## config.mk

```make
export PLATFORM = sky130hd
export DESIGN_NAME = vpi_top
export DESIGN_NICKNAME = d
export VERILOG_FILES = /design/src/logic/vpi_pkg.sv /design/src/logic/vpi_fifo.sv /design/src/logic/vpi_top.sv
export SDC_FILE = /design/constraint.sdc
export NUM_CORES = 1
export LEC_CHECK = 0
export BUFFER_PORTS_ARGS = -buffer_cell sky130_fd_sc_hd__buf_4
export CAP_MARGIN = 20
export CORE_MARGIN = 1
export CORE_UTILIZATION = 25
export CTS_BUF_LIST = sky130_fd_sc_hd__clkbuf_8
export DETAILED_ROUTE_END_ITERATION = 8
export GPL_ROUTABILITY_DRIVEN = 0
export PLACE_DENSITY_LB_ADDON = 0.3
export REMOVE_ABC_BUFFERS = 1
export SLEW_MARGIN = 30
export SYNTH_ARGS = -nofsm -noshare
export SYNTH_HDL_FRONTEND = slang
export SYNTH_SLANG_ARGS = --single-unit
```

## constraint.sdc

```tcl
create_clock -name sys_clk -period 8.7 [get_ports sys_clk]
set_clock_uncertainty 0.2 [all_clocks]
set_input_delay 1.74 -clock sys_clk [delete_from_list [all_inputs] [get_ports sys_clk]]
set_output_delay 1.74 -clock sys_clk [all_outputs]
set_load 0.02 [all_outputs]
```

## src/logic/vpi_pkg.sv

```systemverilog
package vpi_pkg;

  // Register byte offsets on the APB port.
  localparam logic [7:0] VPI_CTRL_OFS = 8'h00;
  localparam logic [7:0] VPI_STAT_OFS = 8'h04;
  localparam logic [7:0] VPI_TIME_OFS = 8'h08;
  localparam logic [7:0] VPI_SADR_OFS = 8'h0c;

  // Control register field positions.
  localparam int VPI_CTRL_FMT422 = 0;
  localparam int VPI_CTRL_RGB = 1;
  localparam int VPI_CTRL_ASYNC = 2;
  localparam int VPI_CTRL_EMBED = 3;
  localparam int VPI_CTRL_CLKOUT = 4;
  localparam int VPI_CTRL_PROG = 5;
  localparam int VPI_CTRL_CAPEN = 6;
  localparam logic [6:0] VPI_CTRL_RST = 7'h60;

  // Status register field positions.
  localparam int VPI_STAT_OVF = 0;
  localparam int VPI_STAT_PHASE = 1;
  localparam int VPI_STAT_ADDR_LSB_SELECT = 2;
  localparam int VPI_STAT_RD = 3;
  localparam int VPI_STAT_AVLD = 4;
  localparam int VPI_STAT_LVL = 8;

  // Pixel and buffer geometry.
  localparam int VPI_CW = 10;
  localparam int VPI_FIFO_DEPTH = 16;
  localparam int VPI_LVL_W = 5;

  // Embedded timing code values and status-word bit positions.
  localparam logic [9:0] VPI_CODE_ONES = 10'h3ff;
  localparam logic [9:0] VPI_CODE_ZERO = 10'h000;
  localparam int VPI_XYZ_V = 7;
  localparam int VPI_XYZ_H = 6;

  // Serial line glitch rejection.
  localparam int VPI_CLK_NS = 20;
  localparam int VPI_GLITCH_NS = 50;
  localparam int VPI_GLITCH_CYC = (VPI_GLITCH_NS + VPI_CLK_NS - 1) / VPI_CLK_NS;
  localparam logic [1:0] VPI_GLITCH_CNT = 2'(VPI_GLITCH_CYC - 1);

  // One pixel as it leaves towards the converters.
  typedef struct packed {
    logic blank;
    logic vsync;
    logic hsync;
    logic [VPI_CW-1:0] a;
    logic [VPI_CW-1:0] b;
    logic [VPI_CW-1:0] c;
  } vpi_pix_t;

  localparam int VPI_PIX_W = $bits(vpi_pix_t);

  // Chroma multiplex phase in the two-port format.
  typedef enum logic {VPI_PH_BLUE, VPI_PH_RED} vpi_phase_t;

endpackage : vpi_pkg

```

## src/logic/vpi_fifo.sv

```systemverilog
`timescale 1ns/1ps
module vpi_fifo #(
  parameter int WIDTH = 33,
  parameter int DEPTH = 16,
  parameter int LW = 5
) (
  input wire logic sys_clk,            // System clock.
  input wire logic nrst,               // Synchronous reset, active low.
  input wire logic wr_valid,           // Write request.
  output logic wr_ready,               // Room for a word.
  input wire logic [WIDTH-1:0] wr_data, // Word to store.
  output logic rd_valid,               // Output register holds a word.
  input wire logic rd_ready,           // Drain accepts the word.
  output logic [WIDTH-1:0] rd_data,    // Registered output word.
  output logic [LW-1:0] level          // Words held in the array.
);
  localparam int AW = $clog2(DEPTH);
  logic [WIDTH-1:0] mem [DEPTH];
  logic [AW-1:0] wp_r;
  logic [AW-1:0] rp_r;
  logic [LW-1:0] cnt_r;
  logic do_wr;
  logic do_rd;

  // The output register reloads when it is empty or being taken.
  assign wr_ready = (cnt_r != LW'(DEPTH));
  assign do_wr = wr_valid && wr_ready;
  assign do_rd = (cnt_r != '0) && (!rd_valid || rd_ready);
  assign level = cnt_r;

  // Storage array.
  always_ff @(posedge sys_clk) begin
    if (do_wr) begin
      mem[wp_r] <= wr_data;
    end
  end

  // Pointers and fill count.
  always_ff @(posedge sys_clk) begin
    if (!nrst) begin
      wp_r <= '0;
      rp_r <= '0;
      cnt_r <= '0;
    end else begin
      if (do_wr) begin
        wp_r <= wp_r + 1'b1;
      end
      if (do_rd) begin
        rp_r <= rp_r + 1'b1;
      end
      cnt_r <= cnt_r + LW'(do_wr) - LW'(do_rd);
    end
  end

  // Registered read side.
  always_ff @(posedge sys_clk) begin
    if (!nrst) begin
      rd_valid <= 1'b0;
      rd_data <= '0;
    end else if (do_rd) begin
      rd_valid <= 1'b1;
      rd_data <= mem[rp_r];
    end else if (rd_ready) begin
      rd_valid <= 1'b0;
    end
  end
endmodule : vpi_fifo

```

## src/logic/vpi_top.sv

```systemverilog
// Overview of operation
// - Capture one pixel per pixel clock rise: three ports, or two in 4:2:2.
// - Luma port gives Y for YCrCb input and green for RGB input.
// - Red-difference port gives red for RGB; ignored in 4:2:2 format.
// - In 4:2:2 the shared chroma port alternates Cb and Cr; device splits them.
// - Active-low reset restarts timing generator and restores default settings.
// - Blanking/clock pin is blank input, or clock output in progressive mode only.
// - Line-sync pin is active-low hsync, or composite sync in async mode.
// - Frame-sync pin is active-low vsync, or secondary sync in async mode.
// - Sync insertion follows external pulses or embedded EAV/SAV codes.
// - Luma goes to first converter, colour channels to second and third.
// - Second converter carries red-difference port, or Cr of the shared port in 4:2:2; third the shared chroma port.
// - Address-select pin sets the serial port's address least bit.
// - With address-select high, serial lines reject glitches under 50 ns.
// - Last bit of serial address byte: one reads, zero writes.
`timescale 1ns/1ps
module vpi_top (
  input wire logic sys_clk,                        // System clock, 50 MHz.
  input wire logic nrst,                           // Synchronous reset, active low.
  input wire logic psel,                           // APB select.
  input wire logic penable,                        // APB enable.
  input wire logic pwrite,                         // APB direction.
  input wire logic [7:0] paddr,                    // APB byte address.
  input wire logic [31:0] pwdata,                  // APB write data.
  output logic [31:0] prdata,                      // APB read data.
  output logic pready,                             // APB ready.
  output logic pslverr,                            // APB error on unmapped address.
  input wire logic pixel_clock_input,              // Pixel clock pin.
  input wire logic [vpi_pkg::VPI_CW-1:0] luma_port, // Luma or green pins.
  input wire logic [vpi_pkg::VPI_CW-1:0] red_diff_port, // Red-difference or red pins.
  input wire logic [vpi_pkg::VPI_CW-1:0] shared_chroma_port, // Chroma or blue pins.
  input wire logic line_sync_n,                    // Hsync or composite sync pin.
  input wire logic async_secondary_sync,           // Vsync or secondary sync pin.
  input wire logic blank_or_clock_out_in,          // Blank pin level seen.
  output logic blank_or_clock_out_out,             // Clock driven on blank pin.
  output logic blank_or_clock_out_oe,              // Drive enable of blank pin.
  input wire logic addr_lsb_select,                // Serial address select pin.
  input wire logic ser_clk_in,                     // Serial clock pin.
  input wire logic ser_data_in,                    // Serial data pin.
  output logic ser_clk_filt,                       // Filtered serial clock.
  output logic ser_data_filt,                      // Filtered serial data.
  output logic ser_addr_lsb,                       // Address least bit for the port.
  output logic pix_valid,                          // Converter word valid.
  input wire logic pix_ready,                      // Converter takes word.
  output vpi_pkg::vpi_pix_t pix_out                // Converter word.
);
  import vpi_pkg::*;

  // Control and status state.
  logic [6:0] ctrl_r;
  logic ovf_r;
  logic [15:0] pcnt_r;
  logic [15:0] lcnt_r;
  logic [7:0] sadr_r;
  logic sadr_vld_r;
  vpi_phase_t phase_r;

  // Pin synchronisers, two stages each.
  logic [VPI_CW*3+4-1:0] pin_s1_r;
  logic [VPI_CW*3+4-1:0] pin_s2_r;
  logic pclk_prev_r;
  logic [2:0] misc_s1_r;
  logic [2:0] misc_s2_r;
  logic [VPI_CW-1:0] y_s;
  logic [VPI_CW-1:0] cr_s;
  logic [VPI_CW-1:0] cc_s;
  logic hs_s;
  logic vs_s;
  logic bk_s;
  logic pclk_s;
  logic pix_edge;

  // Pixel assembly state.
  logic [VPI_CW-1:0] cb_hold_r;
  logic [VPI_CW-1:0] cr_hold_r;
  logic [VPI_CW-1:0] y_d1_r;
  logic [VPI_CW-1:0] y_d2_r;
  logic [VPI_CW-1:0] y_d3_r;
  logic hs_prev_r;
  logic ls_pend_r;
  logic vs_prev_r;
  logic emb_h_r;
  logic emb_v_r;
  logic line_start;
  logic code_seen;
  vpi_pix_t pix_nxt;
  logic push;
  logic fifo_wr_ready;
  logic [VPI_LVL_W-1:0] fifo_level;

  // Serial line filter and address capture state.
  logic [1:0] gcnt_clk_r;
  logic [1:0] gcnt_dat_r;
  logic scl_prev_r;
  logic sda_prev_r;
  logic [3:0] sbit_r;
  logic [7:0] sshift_r;
  logic sbusy_r;

  // APB state.
  logic apb_acc;
  logic apb_wr;

  // Lets a serial line level through once it has held long enough, used twice.
  function automatic logic glitch_pass(input logic raw, input logic cur,
                                       input logic [1:0] cnt, input logic en);
    glitch_pass = !en || (raw != cur && cnt == VPI_GLITCH_CNT);
  endfunction : glitch_pass

  // Decodes an APB byte address into a known register.
  function automatic logic reg_hit(input logic [7:0] a);
    reg_hit = (a == VPI_CTRL_OFS) || (a == VPI_STAT_OFS) ||
              (a == VPI_TIME_OFS) || (a == VPI_SADR_OFS);
  endfunction : reg_hit

  // Pin capture through two flip-flops before any logic reads it.
  always_ff @(posedge sys_clk) begin
    if (!nrst) begin
      pin_s1_r <= '0;
      pin_s2_r <= '0;
      misc_s1_r <= 3'h7;
      misc_s2_r <= 3'h7;
      pclk_prev_r <= 1'b0;
    end else begin
      pin_s1_r <= {pixel_clock_input, line_sync_n, async_secondary_sync,
                   blank_or_clock_out_in, luma_port, red_diff_port, shared_chroma_port};
      pin_s2_r <= pin_s1_r;
      misc_s1_r <= {addr_lsb_select, ser_clk_in, ser_data_in};
      misc_s2_r <= misc_s1_r;
      pclk_prev_r <= pclk_s;
    end
  end

  assign {pclk_s, hs_s, vs_s, bk_s, y_s, cr_s, cc_s} = pin_s2_r;
  assign pix_edge = pclk_s && !pclk_prev_r;

  // Line start comes from a falling line-sync or an embedded start code.
  assign code_seen = (y_d3_r == VPI_CODE_ONES) && (y_d2_r == VPI_CODE_ZERO) &&
                     (y_d1_r == VPI_CODE_ZERO);
  assign line_start = ctrl_r[VPI_CTRL_EMBED] ? (code_seen && !y_s[VPI_XYZ_H])
                                             : (ls_pend_r || (hs_prev_r && !hs_s));

  // Software control register, back to defaults on reset.
  always_ff @(posedge sys_clk) begin
    if (!nrst) begin
      ctrl_r <= VPI_CTRL_RST;
    end else if (apb_wr && paddr == VPI_CTRL_OFS) begin
      ctrl_r <= pwdata[6:0];
    end
  end

  // Line-sync history on every clock; frame-sync history and embedded code tracking on each pixel.
  always_ff @(posedge sys_clk) begin
    if (!nrst) begin
      hs_prev_r <= 1'b1;
      ls_pend_r <= 1'b0;
      vs_prev_r <= 1'b1;
      y_d1_r <= '0;
      y_d2_r <= '0;
      y_d3_r <= '0;
      emb_h_r <= 1'b0;
      emb_v_r <= 1'b0;
    end else begin
      // Line sync may fall while the pixel clock rests, so hold it for the next pixel.
      hs_prev_r <= hs_s;
      ls_pend_r <= pix_edge ? 1'b0 : (ls_pend_r || (hs_prev_r && !hs_s));
      if (pix_edge) begin
        vs_prev_r <= vs_s;
        y_d1_r <= y_s;
        y_d2_r <= y_d1_r;
        y_d3_r <= y_d2_r;
        if (code_seen) begin
          emb_h_r <= y_s[VPI_XYZ_H];
          emb_v_r <= y_s[VPI_XYZ_V];
        end
      end
    end
  end

  // Chroma demultiplex, restarting on blue at each line start.
  always_ff @(posedge sys_clk) begin
    if (!nrst) begin
      phase_r <= VPI_PH_BLUE;
      cb_hold_r <= '0;
      cr_hold_r <= '0;
    end else if (pix_edge) begin
      if (line_start || phase_r == VPI_PH_BLUE) begin
        cb_hold_r <= cc_s;
        phase_r <= VPI_PH_RED;
      end else begin
        cr_hold_r <= cc_s;
        phase_r <= VPI_PH_BLUE;
      end
    end
  end

  // Timing generator counting pixels per line and lines per frame.
  always_ff @(posedge sys_clk) begin
    if (!nrst) begin
      pcnt_r <= '0;
      lcnt_r <= '0;
    end else if (pix_edge) begin
      pcnt_r <= line_start ? 16'h0000 : pcnt_r + 16'h0001;
      if (ctrl_r[VPI_CTRL_EMBED] ? (code_seen && emb_v_r && !y_s[VPI_XYZ_V])
                                 : (vs_prev_r && !vs_s)) begin
        lcnt_r <= '0;
      end else if (line_start) begin
        lcnt_r <= lcnt_r + 16'h0001;
      end
    end
  end

  // Builds the converter word from the current pixel and sync mode.
  always_comb begin
    pix_nxt = '0;
    pix_nxt.a = y_s;
    if (ctrl_r[VPI_CTRL_FMT422]) begin
      pix_nxt.b = (phase_r == VPI_PH_RED && !line_start) ? cc_s : cr_hold_r;
      pix_nxt.c = (phase_r == VPI_PH_RED && !line_start) ? cb_hold_r : cc_s;
    end else begin
      pix_nxt.b = cr_s;
      pix_nxt.c = cc_s;
    end
    if (ctrl_r[VPI_CTRL_EMBED]) begin
      pix_nxt.hsync = emb_h_r;
      pix_nxt.vsync = emb_v_r;
      pix_nxt.blank = emb_h_r || emb_v_r;
    end else begin
      pix_nxt.hsync = !hs_s;
      pix_nxt.vsync = ctrl_r[VPI_CTRL_ASYNC] ? vs_s : !vs_s;
      pix_nxt.blank = blank_or_clock_out_oe ? 1'b0 : bk_s;
    end
  end

  // A pixel is pushed on each edge while capture is enabled and room exists.
  assign push = pix_edge && ctrl_r[VPI_CTRL_CAPEN] && fifo_wr_ready;

  // Overflow is sticky; a new loss wins over a software clear.
  always_ff @(posedge sys_clk) begin
    if (!nrst) begin
      ovf_r <= 1'b0;
    end else if (pix_edge && ctrl_r[VPI_CTRL_CAPEN] && !fifo_wr_ready) begin
      ovf_r <= 1'b1;
    end else if (apb_wr && paddr == VPI_STAT_OFS && pwdata[VPI_STAT_OVF]) begin
      ovf_r <= 1'b0;
    end
  end

  // Pixel buffer toward the converters.
  vpi_fifo #(
    .WIDTH(VPI_PIX_W),
    .DEPTH(VPI_FIFO_DEPTH),
    .LW(VPI_LVL_W)
  ) u_fifo (
    .sys_clk(sys_clk),
    .nrst(nrst),
    .wr_valid(push),
    .wr_ready(fifo_wr_ready),
    .wr_data(pix_nxt),
    .rd_valid(pix_valid),
    .rd_ready(pix_ready),
    .rd_data(pix_out),
    .level(fifo_level)
  );

  // Shared pin drives the pixel clock out only in progressive mode.
  always_ff @(posedge sys_clk) begin
    if (!nrst) begin
      blank_or_clock_out_oe <= 1'b0;
      blank_or_clock_out_out <= 1'b0;
    end else begin
      blank_or_clock_out_oe <= ctrl_r[VPI_CTRL_CLKOUT] && ctrl_r[VPI_CTRL_PROG];
      blank_or_clock_out_out <= pclk_s;
    end
  end

  // Address select sets the serial slave address least bit.
  always_ff @(posedge sys_clk) begin
    if (!nrst) begin
      ser_addr_lsb <= 1'b0;
    end else begin
      ser_addr_lsb <= misc_s2_r[2];
    end
  end

  // Glitch filter: with select high a level must hold three cycles to pass.
  always_ff @(posedge sys_clk) begin
    if (!nrst) begin
      ser_clk_filt <= 1'b1;
      ser_data_filt <= 1'b1;
      gcnt_clk_r <= '0;
      gcnt_dat_r <= '0;
    end else begin
      gcnt_clk_r <= (misc_s2_r[1] != ser_clk_filt) ? gcnt_clk_r + 2'h1 : 2'h0;
      gcnt_dat_r <= (misc_s2_r[0] != ser_data_filt) ? gcnt_dat_r + 2'h1 : 2'h0;
      if (glitch_pass(misc_s2_r[1], ser_clk_filt, gcnt_clk_r, misc_s2_r[2])) begin
        ser_clk_filt <= misc_s2_r[1];
        gcnt_clk_r <= 2'h0;
      end
      if (glitch_pass(misc_s2_r[0], ser_data_filt, gcnt_dat_r, misc_s2_r[2])) begin
        ser_data_filt <= misc_s2_r[0];
        gcnt_dat_r <= 2'h0;
      end
    end
  end

  // Catches the first byte after a start; its last bit gives the direction.
  always_ff @(posedge sys_clk) begin
    if (!nrst) begin
      scl_prev_r <= 1'b1;
      sda_prev_r <= 1'b1;
      sbit_r <= '0;
      sshift_r <= '0;
      sbusy_r <= 1'b0;
      sadr_r <= '0;
      sadr_vld_r <= 1'b0;
    end else begin
      scl_prev_r <= ser_clk_filt;
      sda_prev_r <= ser_data_filt;
      // Start: filtered data falls while the filtered clock stays high.
      if (ser_clk_filt && scl_prev_r && sda_prev_r && !ser_data_filt) begin
        sbusy_r <= 1'b1;
        sbit_r <= '0;
      end else if (sbusy_r && ser_clk_filt && !scl_prev_r) begin
        sshift_r <= {sshift_r[6:0], ser_data_filt};
        sbit_r <= sbit_r + 4'h1;
        if (sbit_r == 4'h7) begin
          sadr_r <= {sshift_r[6:0], ser_data_filt};
          sadr_vld_r <= 1'b1;
          sbusy_r <= 1'b0;
        end
      end
    end
  end

  // APB slave: one wait state, then the answer with pready.
  assign apb_acc = psel && penable && pready;
  assign apb_wr = apb_acc && pwrite && reg_hit(paddr);

  always_ff @(posedge sys_clk) begin
    if (!nrst) begin
      pready <= 1'b0;
      pslverr <= 1'b0;
      prdata <= '0;
    end else begin
      pready <= psel && penable && !pready;
      pslverr <= psel && penable && !pready && !reg_hit(paddr);
      prdata <= '0;
      if (psel && penable && !pready && !pwrite) begin
        unique case (paddr)
          VPI_CTRL_OFS: prdata <= {25'h0, ctrl_r};
          VPI_STAT_OFS: prdata <= {19'h0, fifo_level, 3'h0, sadr_vld_r,
                                   sadr_r[0], misc_s2_r[2], phase_r, ovf_r};
          VPI_TIME_OFS: prdata <= {lcnt_r, pcnt_r};
          VPI_SADR_OFS: prdata <= {24'h0, sadr_r};
          default: prdata <= '0;
        endcase
      end
    end
  end
endmodule : vpi_top

```

==> Word-level counts from Yosys, hierarchy flattened <==
Memories as Yosys holds them, arrays and structs flattened. A register that Yosys moved wholly into a read port is not among the register bits.
Cells that the tools add are included.
{ "word_totals": {"ff_bits": 250, "mem_bits_rw": 528, "in_bits": 83, "wordCells": 165, "n_memories": 1} }
{ "op_classes": {"n_addsub": 9, "eq_ne": 10, "n_mux": 22, "n_bitwise": 6, "reduce_logical": 77} }
{ "memory_table": {"columns": ["memory", "words", "word_bits", "read_ports", "rd_clocked_by_memory_dff", "write_ports", "line_no", "source"], "rows": [
  ["u_fifo.mem", 16, 33, 1, 1, 1, "vpi_fifo.sv:18", "logic [WIDTH-1:0] mem [DEPTH];"]
]} }
{ "op_table": {"columns": ["op", "count"], "rows": [
  ["one-hot mux 32 bit (4 select lines)", 1],
  ["2-to-1 mux 16 bit", 3],
  ["adder 16 x 1 -> 16 bit (second input constant)", 2],
  ["logical AND 1 bit", 32],
  ["zero test 10 bit", 2],
  ["2-to-1 mux 10 bit", 2],
  ["2-to-1 mux 20 bit", 1],
  ["== test 8 x 4 -> 1 bit (second input constant)", 2],
  ["zero test 1 bit", 15],
  ["2-to-1 mux 1 bit", 14],
  ["AND reduction 2 bit", 7],
  ["adder 4 x 1 -> 4 bit (second input constant)", 3],
  ["== test 10 bit (second input constant)", 1],
  ["nonzero test 2 bit", 5],
  ["logical OR 1 bit", 9],
  ["== test 8 x 3 -> 1 bit (second input constant)", 1],
  ["zero test 8 bit", 1],
  ["NOT 1 bit", 6],
  ["OR reduction 3 bit", 2],
  ["adder 5 x 1 -> 5 bit", 1],
  ["!= test 5 bit (second input constant)", 1],
  ["nonzero test 5 bit", 1],
  ["subtractor 5 x 1 -> 5 bit", 1],
  ["adder 2 x 1 -> 2 bit (second input constant)", 2],
  ["other kinds (6)", 9]
]} }

==> Logic depth before layout (Yosys ltp) <==
Gate-level depths: netlist of the first run.
{ "depth": {"depth_word": 9, "mapped_depth": 17, "depth_no_buf": 14} }

==> Hierarchy <==
From an unflattened synthesis of the first run, not the netlist that was laid out.
{ "unflattened": {"cells_unflattened": 1905, "hier_area_um2": 30561.8} }
{ "modules_own_cells": {"columns": ["module", "instances", "cells_per_inst", "area_each_um2", "seq_area_each_um2"], "rows": [
  ["vpi_fifo", 1, 983, 21775.9, 16796.1],
  ["vpi_top", 1, 922, 8785.9, 4724.5]
]} }

==> Worst setup path after synthesis of the first run <==
Ideal clock, no wire load.
{ "synth_timing": {"kind": "input-to-reg", "start": "in pix_ready", "end": "reg u_fifo.cnt_r[4], in the netlist u_fifo.level[4]", "setup_time_ps": 70, "arrival_ps": 4082, "t_required_ps": 8430, "slack_ps": 4348, "cell_stages": 14, "path_cell_list": "nand2b_1 nand2b_1 buf_2 inv_1 buf_2 buf_1 ha_1 inv_1 ha_1 fa_1 a21oi_1 nor2_1 or3_1 a21oi_1"} }
{ "synth_between": {"elab_chain_cells": 3} }
{ "synth_rtl": {"columns": ["element", "line_no", "source"], "rows": [
  ["start, declared", "vpi_top.sv:44", "input wire logic pix_ready,"],
  ["logical OR 1 bit", "vpi_fifo.sv:28", "assign do_rd = (cnt_r != '0) && (!rd_valid || rd_ready);"],
  ["logical AND 1 bit", "vpi_fifo.sv:28", null],
  ["net u_fifo.do_rd", "vpi_fifo.sv:23", "logic do_rd;"],
  ["subtractor 5 x 1 -> 5 bit", "vpi_fifo.sv:51", "cnt_r <= cnt_r + LW'(do_wr) - LW'(do_rd);"],
  ["end signal, assigned", "vpi_fifo.sv:51", null],
  ["end, declared", "vpi_fifo.sv:21", "logic [LW-1:0] cnt_r;"]
]} }
The timed path passes the listed nets, and every way through them passes these cells.
A chain may end at the register's enable or synchronous reset.

==> Worst setup path in the final report of the first run <==
{ "layout_timing": {"start": "in pix_ready", "end": "reg u_fifo.cnt_r[4], in the netlist u_fifo.level[4]"} }
{ "layout_between": {"elab_chain_cells": 3} }
{ "layout_rtl": {"columns": ["element", "line_no"], "rows": [
  ["logical OR 1 bit", "vpi_fifo.sv:28"],
  ["logical AND 1 bit", "vpi_fifo.sv:28"],
  ["subtractor 5 x 1 -> 5 bit", "vpi_fifo.sv:51"]
]} }
Every way passes these cells.

==> results.yml, run 1 <==
outcome:
  outcome: "finished, final reports clean"
routing:
  drt_iter0_drc: 1355
  drtAntennaViolNets: 0
  vias: 16600
  drt_pass1_iterations: 5
  drt_wl_total_um: 76600
  drt-wirelength-per-cell_um: 20.2
  drc: 0
  viasPerCell: 4.37
die:
  rows: 127
  initial_core_util_pct: 25.3
  die_w_um: 350
  die_h_um: 350
  io_pins: 156
  die_area_um2: 123000
  core_um2: 120000
run:
  timing.max_cap.violations: 0
cells_and_area:
  drive_gt1_share_pct: 26.8
  final_cells: 3793
  nets: 2166
  final_common_cell: "edfxtp_1"
  syn2layout_area_growth_pct: 18.4
  mostFrequentLayoutCells: "528 x edfxtp_1, 279 x dfxtp_1, 214 x nand2_1"
  final.fill_count: 12000
logic_synthesis:
  ys_ff_latch: 811
  ys_seq_area_share_pct: 70.9
  syn_area_um2: 30400
  postSynth.asyncResetShare_pct: 0
  avgSynthCellArea_um2: 16.3
  synth_edf_count: 528
  netlist_instances: 1865
  ys.flop_type: "edfxtp_1"
  yosysUniqueCellTypes: 61
  yosys_warnings: 0
global_route:
  grt_pass1_vias: 17700
  overflow: 0
  grt_antenna_before_repair: 3
  grt_max_degree: 104
  track_usage_pct: 12.6
  grt_pass1_wl_um: 114000
critical_path:
  crit_end: "u_fifo.level[4]$_SDFF_PN0_"
  reg2reg_from: "u_fifo.level[2]$_SDFF_PN0_"
  endpoint_kind: "flop"
  r2r_end: "u_fifo.level[4]$_SDFF_PN0_"
  cp_max_fo: 38
  arrival_ns: 4.84
  crit_type: "primary input to flop"
  cp-startpoint: "pix_ready"
  required_ns: 9.18
  reg2reg_slack_ns: 4.42
  reg2reg_depth: 16
  startpoint_type: "primary input"
power:
  p_sw_w: 0.00253
  combPwrFrac_pct: 17.8
  seq_power_share_pct: 47.2
  cell_internal_pwr_w: 0.00665
  leakage_nw: 12.1
  peakVddDrop_uv: 140
  power.density_nw_per_um2: 256
  switching_share_pct: 27.6
  p_clk_share_pct: 35.0
timing:
  setup_tns_ns: 0
  slew_violations: 0
  worst_slack_ns: 4.35
  hold_slack_ns: 0.209
  tightestPinTransition_ns: 0.961
  max_slew_margin_pct: 36.0
  period_needed_ns: 4.35
  rsz0062_at_grt: "no"
  hold_violations: 0
  fmax_ghz: 0.230
  fin_crit_sh_pct: 50.0
  setup-violations-final: 0
clocking:
  htreeDepth: 4
  numCtsBuffers: 134
  insertion_delay_ns: 0.78
  clockRootBuffer: "clkbuf_8"
  cts_setup_buffers: 0
  cts_max_path_buffers: 3
  ctsResizeCount: 0
  cts_tree: "yes"
  hold_buffers: 0
  clkSinkCount: 811
  clk_pin_slew_ns: 0.06
placement:
  portBuffers: 130
  dp_slack_ns: 3.41
  dp_cells: 3541
  hpwl_um: 43600
min_path:
  hold_depth: 1
  min_path_type: "flop to flop"
## layout make-up
cell class | count | area, µm² | area share [%]
Timing Repair Buffer | 166 | 1280 | 3.57
Inverter | 17 | 66.3 | 0.185
Antenna cell | 3 | 7.51 | 0.0209
Clock buffer | 149 | 2050 | 5.71
Multi-Input combinational cell | 936 | 8450 | 23.5
Tap cell | 1612 | 2020 | 5.61
Clock inverter | 99 | 528 | 1.47
Sequential cell | 811 | 21500 | 59.9
## sequential cells by signal (all words and copies together), names as in the netlist, 2 cells and up
signal / flops
pcnt_r: 16
u_fifo.level: 5
misc_s2_r: 3
y_d3_r: 10
pin_s1_r: 34
prdata: 32
ctrl_r: 7
u_fifo.rd_data: 33
sshift_r: 7
cr_hold_r: 10
cb_hold_r: 10
misc_s1_r: 3
u_fifo.mem: 528
y_d2_r: 10
gcnt_dat_r: 2
sbit_r: 4
gcnt_clk_r: 2
sadr_r: 8
u_fifo.rp_r: 4
lcnt_r: 16
pin_s2_r: 34
y_d1_r: 10
u_fifo.wp_r: 4
## power by group through the flow
stage | Sequential (W) | Clock [W] | Combinational [W]
6_report | 0.00434 | 0.00321 | 0.00163
4_1_cts | 0.00434 | 0.00333 | 0.00168
5_1_grt | 0.00436 | 0.00350 | 0.00179
3_3_place_gp | 0.00442 | 0 | 0.00168
3_5_place_dp | 0.00442 | 0 | 0.00168
2_1_floorplan | 0.00461 | 0 | 0.00107
## worst min-delay path by stage
| stage | from | endpoint | slack (ns) |
|---|---|---|---|
| after floorplan | misc_s1_r[0]$_SDFF_PN1_ | misc_s2_r[0]$_SDFF_PN1_ | 0.19 |
| after global placement | gcnt_dat_r[0]$_SDFF_PP0_ | gcnt_dat_r[0]$_SDFF_PP0_ | 0.20 |
| after detailed placement | misc_s1_r[0]$_SDFF_PN1_ | misc_s2_r[0]$_SDFF_PN1_ | 0.20 |
| after CTS | gcnt_dat_r[0]$_SDFF_PP0_ | gcnt_dat_r[0]$_SDFF_PP0_ | 0.21 |
| after global routing | gcnt_dat_r[0]$_SDFF_PP0_ | gcnt_dat_r[0]$_SDFF_PP0_ | 0.23 |
| final | gcnt_dat_r[0]$_SDFF_PP0_ | gcnt_dat_r[0]$_SDFF_PP0_ | 0.21 |
## kinds of logic after synthesis
group                      count (synthesis)  synth area share (%)
DFF                                      811                  70.9
and+or+nand+nor                          516                  8.41
muxes                                    231                  14.7
AOI/OAI and AO/OA                        142                  2.63
buffers and inverters                    118                  1.79
xor gates and xnor gates                  30                 0.866
adders and majority gates                 17                 0.726
## synthesized netlist by cell type, drive strengths merged (2+ instances only)
master,count,share of area [%]
nand3b,5,0.12
and3,14,0.31
nand4b,3,0.087
and4,6,0.17
nand2b,20,0.41
mux4,170,13
a21o,2,0.049
mux2,10,0.37
xor2,19,0.55
inv,17,0.21
ha,16,0.66
a22oi,5,0.12
nor4,3,0.082
a311oi,3,0.087
a21oi,103,1.7
a31oi,5,0.10
o21ai,12,0.20
nand4,10,0.23
and2,93,1.9
or2,2,0.041
nor2b,7,0.14
o211ai,2,0.049
nand3,12,0.20
nor4b,4,0.14
xnor2,11,0.32
nor2,90,1.1
nor3,11,0.22
and4b,2,0.066
buf,49,0.94
dfxtp,283,19
nor4bb,4,0.13
nand2,216,2.7
or3,9,0.19
nor3b,3,0.074
edfxtp,528,52
mux2i,51,1.7
clkbuf,52,0.64
## critical path, stage by stage
cell and delay (ns):
buf_4 0.11, nand2b_1 0.17, nand2b_2 0.08, buf_4 0.47
clkinv_1 0.13, buf_4 0.33, ha_1 0.38, inv_1 0.04
ha_1 0.21, fa_1 0.43, a21oi_1 0.17, nor2_1 0.06
or3_1 0.34, a21oi_1 0.16
## layer usage
metal	track usage (%)	wire length, µm
met5	0	0
met1	16.8	34500
met2	20.5	36900
met3	2.63	3890
met4	3.95	1330
## stage by stage
step	util (%)	total power, W	cell area [µm²]
floorplan	-	0.00568	29900
global placement	27.7	0.00610	33300
detailed placement	27.7	0.00610	33300
CTS	29.8	0.00935	35900
global route	29.9	0.00965	35900
finish	29.9	0.00918	35900
Power figures use the tool's default switching activity.
==> inputs of run 2 (changes only) <==
==> constraint.sdc (replaced) <==
create_clock -name sys_clk -period 4.1 [get_ports sys_clk]
set_clock_uncertainty 0.2 [all_clocks]
set_input_delay 0.82 -clock sys_clk [delete_from_list [all_inputs] [get_ports sys_clk]]
set_output_delay 0.82 -clock sys_clk [all_outputs]
set_load 0.02 [all_outputs]
==> run 2 against run 1 <==
Count of clock-buffer cells in the layout is 3 higher. Global-route usage is 0.20 points higher. Clock power is 120% higher. Via count is 1.1% higher. Critical path depth stayed put. Utilization is 0.66 points higher. Sequential power is 110% higher. Hold slack worse by 0.14 ns. First-iteration DRC count is 18% lower. Routed wire length is 2.3% higher. Final area is 2.2% higher. Non-clock buffer count is 56 higher. Highest routed layer unchanged.
==> results.yml, run 2 (synthesized netlist as in run 1, its figures left out) <==
global_route:
  track_usage_pct: 12.8
  grt_antenna_before_repair: 2
  grt_max_degree: 73
  overflow: 0
  grt_pass1_vias: 17800
  grt_pass1_wl_um: 115000
critical_path:
  crit_end: "u_fifo.level[4]$_SDFF_PN0_"
  crit_type: "flop to flop"
  startpoint_type: "flop"
  cp_top_family: "simple AND/OR/NAND/NOR gates"
  required_ns: 4.63
  reg2reg_slack_ns: 0.73
  cp-startpoint: "u_fifo.level[2]$_SDFF_PN0_"
  cp_common_cell: "ha_1"
  endpoint_kind: "flop"
  reg2reg_from: "u_fifo.level[2]$_SDFF_PN0_"
  reg2reg_depth: 14
  cp_slowest_cell: "fa_1"
  path_cells: "inv_1 -> ha_1 -> nor3b_1 -> nor2b_1 -> nand2b_2 -> clkinv_1 -> ha_1 -> inv_1 -> ha_1 -> fa_1 -> a21oi_1 -> nor2_1 -> or3_1 -> a21oi_1"
  timing.critical_path.buf_inv: 3
  crit_cells: 14
  arrival_ns: 3.90
  r2r_end: "u_fifo.level[4]$_SDFF_PN0_"
  slowest_delay_ns: 0.43
  cp_max_fo: 3
run:
  timing.max_cap.violations: 0
timing:
  hold_slack_ns: 0.0692
  setup-violations-final: 0
  fin_crit_sh_pct: 82.3
  tightestPinTransition_ns: 0.987
  slew_violations: 0
  period_needed_ns: 3.37
  rsz0062_at_grt: "no"
  hold_violations: 0
  fmax_ghz: 0.296
  max_slew_margin_pct: 34.2
cells_and_area:
  largest_registers: "u_fifo.mem x528, pin_s1_r x34, pin_s2_r x34"
  drive_gt1_share_pct: 27.0
  nets: 2226
  largest_reg_flops: 528
  syn2layout_area_growth_pct: 21.0
  top_register: "u_fifo.mem"
  final.fill_count: 11900
  mostFrequentLayoutCells: "528 x edfxtp_1, 278 x dfxtp_1, 214 x nand2_1"
  final_common_cell: "edfxtp_1"
routing:
  drt_wl_total_um: 78400
  drc: 0
  viasPerCell: 4.35
  vias: 16800
  drtAntennaViolNets: 0
  drt_iter0_drc: 1112
  drt-wirelength-per-cell_um: 20.3
  drt_pass1_iterations: 5
power:
  peakVddDrop_uv: 441
  leakage_nw: 12.5
  power.density_nw_per_um2: 542
  power.total_w: 0.0199
clocking:
  cts_tree: "yes"
  clkSinkCount: 811
  clockRootBuffer: "clkbuf_8"
  clk_pin_slew_ns: 0.06
  ctsResizeCount: 0
  hold_buffers: 38
  cts_setup_buffers: 0
  insertion_delay_ns: 0.80
  numCtsBuffers: 138
  htreeDepth: 4
  cts_max_path_buffers: 3
die:
  die_w_um: 350
  rows: 127
  initial_core_util_pct: 25.3
  core_um2: 120000
  die_area_um2: 123000
  io_pins: 156
  die_h_um: 350
placement:
  portBuffers: 130
  hpwl_um: 45000
min_path:
  min-delay-start: "luma_port[5]"
  min_path_type: "primary input to flop"
outcome:
  outcome: "finished, final reports clean"
run 2: changes by cell type in the layout (fill, tap and decap cells not counted), sizes merged, moves of 3 or more:
| cell | previous run | this run |
|---|---|---|
| clkbuf | 149 | 152 |
| dlygate4sd3 | 0 | 38 |
| clkinvlp | 6 | 1 |
| buf | 166 | 184 |
| inv | 71 | 75 |
run 2: worst min-delay path by stage:
stage                                           to  cells after the start  slack, ns
final                      pin_s1_r[25]$_SDFF_PN0_                      2       0.07
after global routing       pin_s1_r[25]$_SDFF_PN0_                      2      0.003
after CTS                  pin_s1_r[25]$_SDFF_PN0_                      2      0.003
after detailed placement   misc_s2_r[1]$_SDFF_PN1_                      1       0.20
after global placement    gcnt_dat_r[0]$_SDFF_PP0_                      1       0.20
after floorplan            misc_s2_r[0]$_SDFF_PN1_                      1       0.19
run 2: through the flow:
stage                     area (µm²)  setup slack [ns]  util [%]  cells  setup TNS (ns)
after global routing           36700             0.431      30.6   3852               0
final                          36700             0.726      30.6   3853               0
after detailed placement       33600             0.608      28.0   3560               0
after floorplan                29900             -3.06         -   1764         -497.42
after CTS                      36700             0.573      30.5   3850               0
after global placement         33600             0.727      28.0   3560               0
run 2: where the power goes:
part	leakage, nW	switching, W	total [W]	internal, W
clock	1.57	0.00347	0.00714	0.00368
combinational	3.75	0.00179	0.00353	0.00174
sequential	7.14	0.000305	0.00923	0.00892
run 2: area by class of cell:
type,instances,area [µm²],area share (%)
clock buffer,152,2090,5.70
sequential,811,21500,58.6
inverter,17,66.3,0.181
tap,1612,2020,5.49
multi-input combinational,936,8450,23.0
timing repair buffer,222,1940,5.27
clock inverter,100,626,1.70
antenna,3,7.51,0.0204
run 2: per-layer routing:
layer / global-route usage (%) / wire length, µm
met1: 16.1 / 34100
met2: 21.5 / 38600
met3: 3.03 / 3870
met4: 4.38 / 1830
met5: 0 / 0
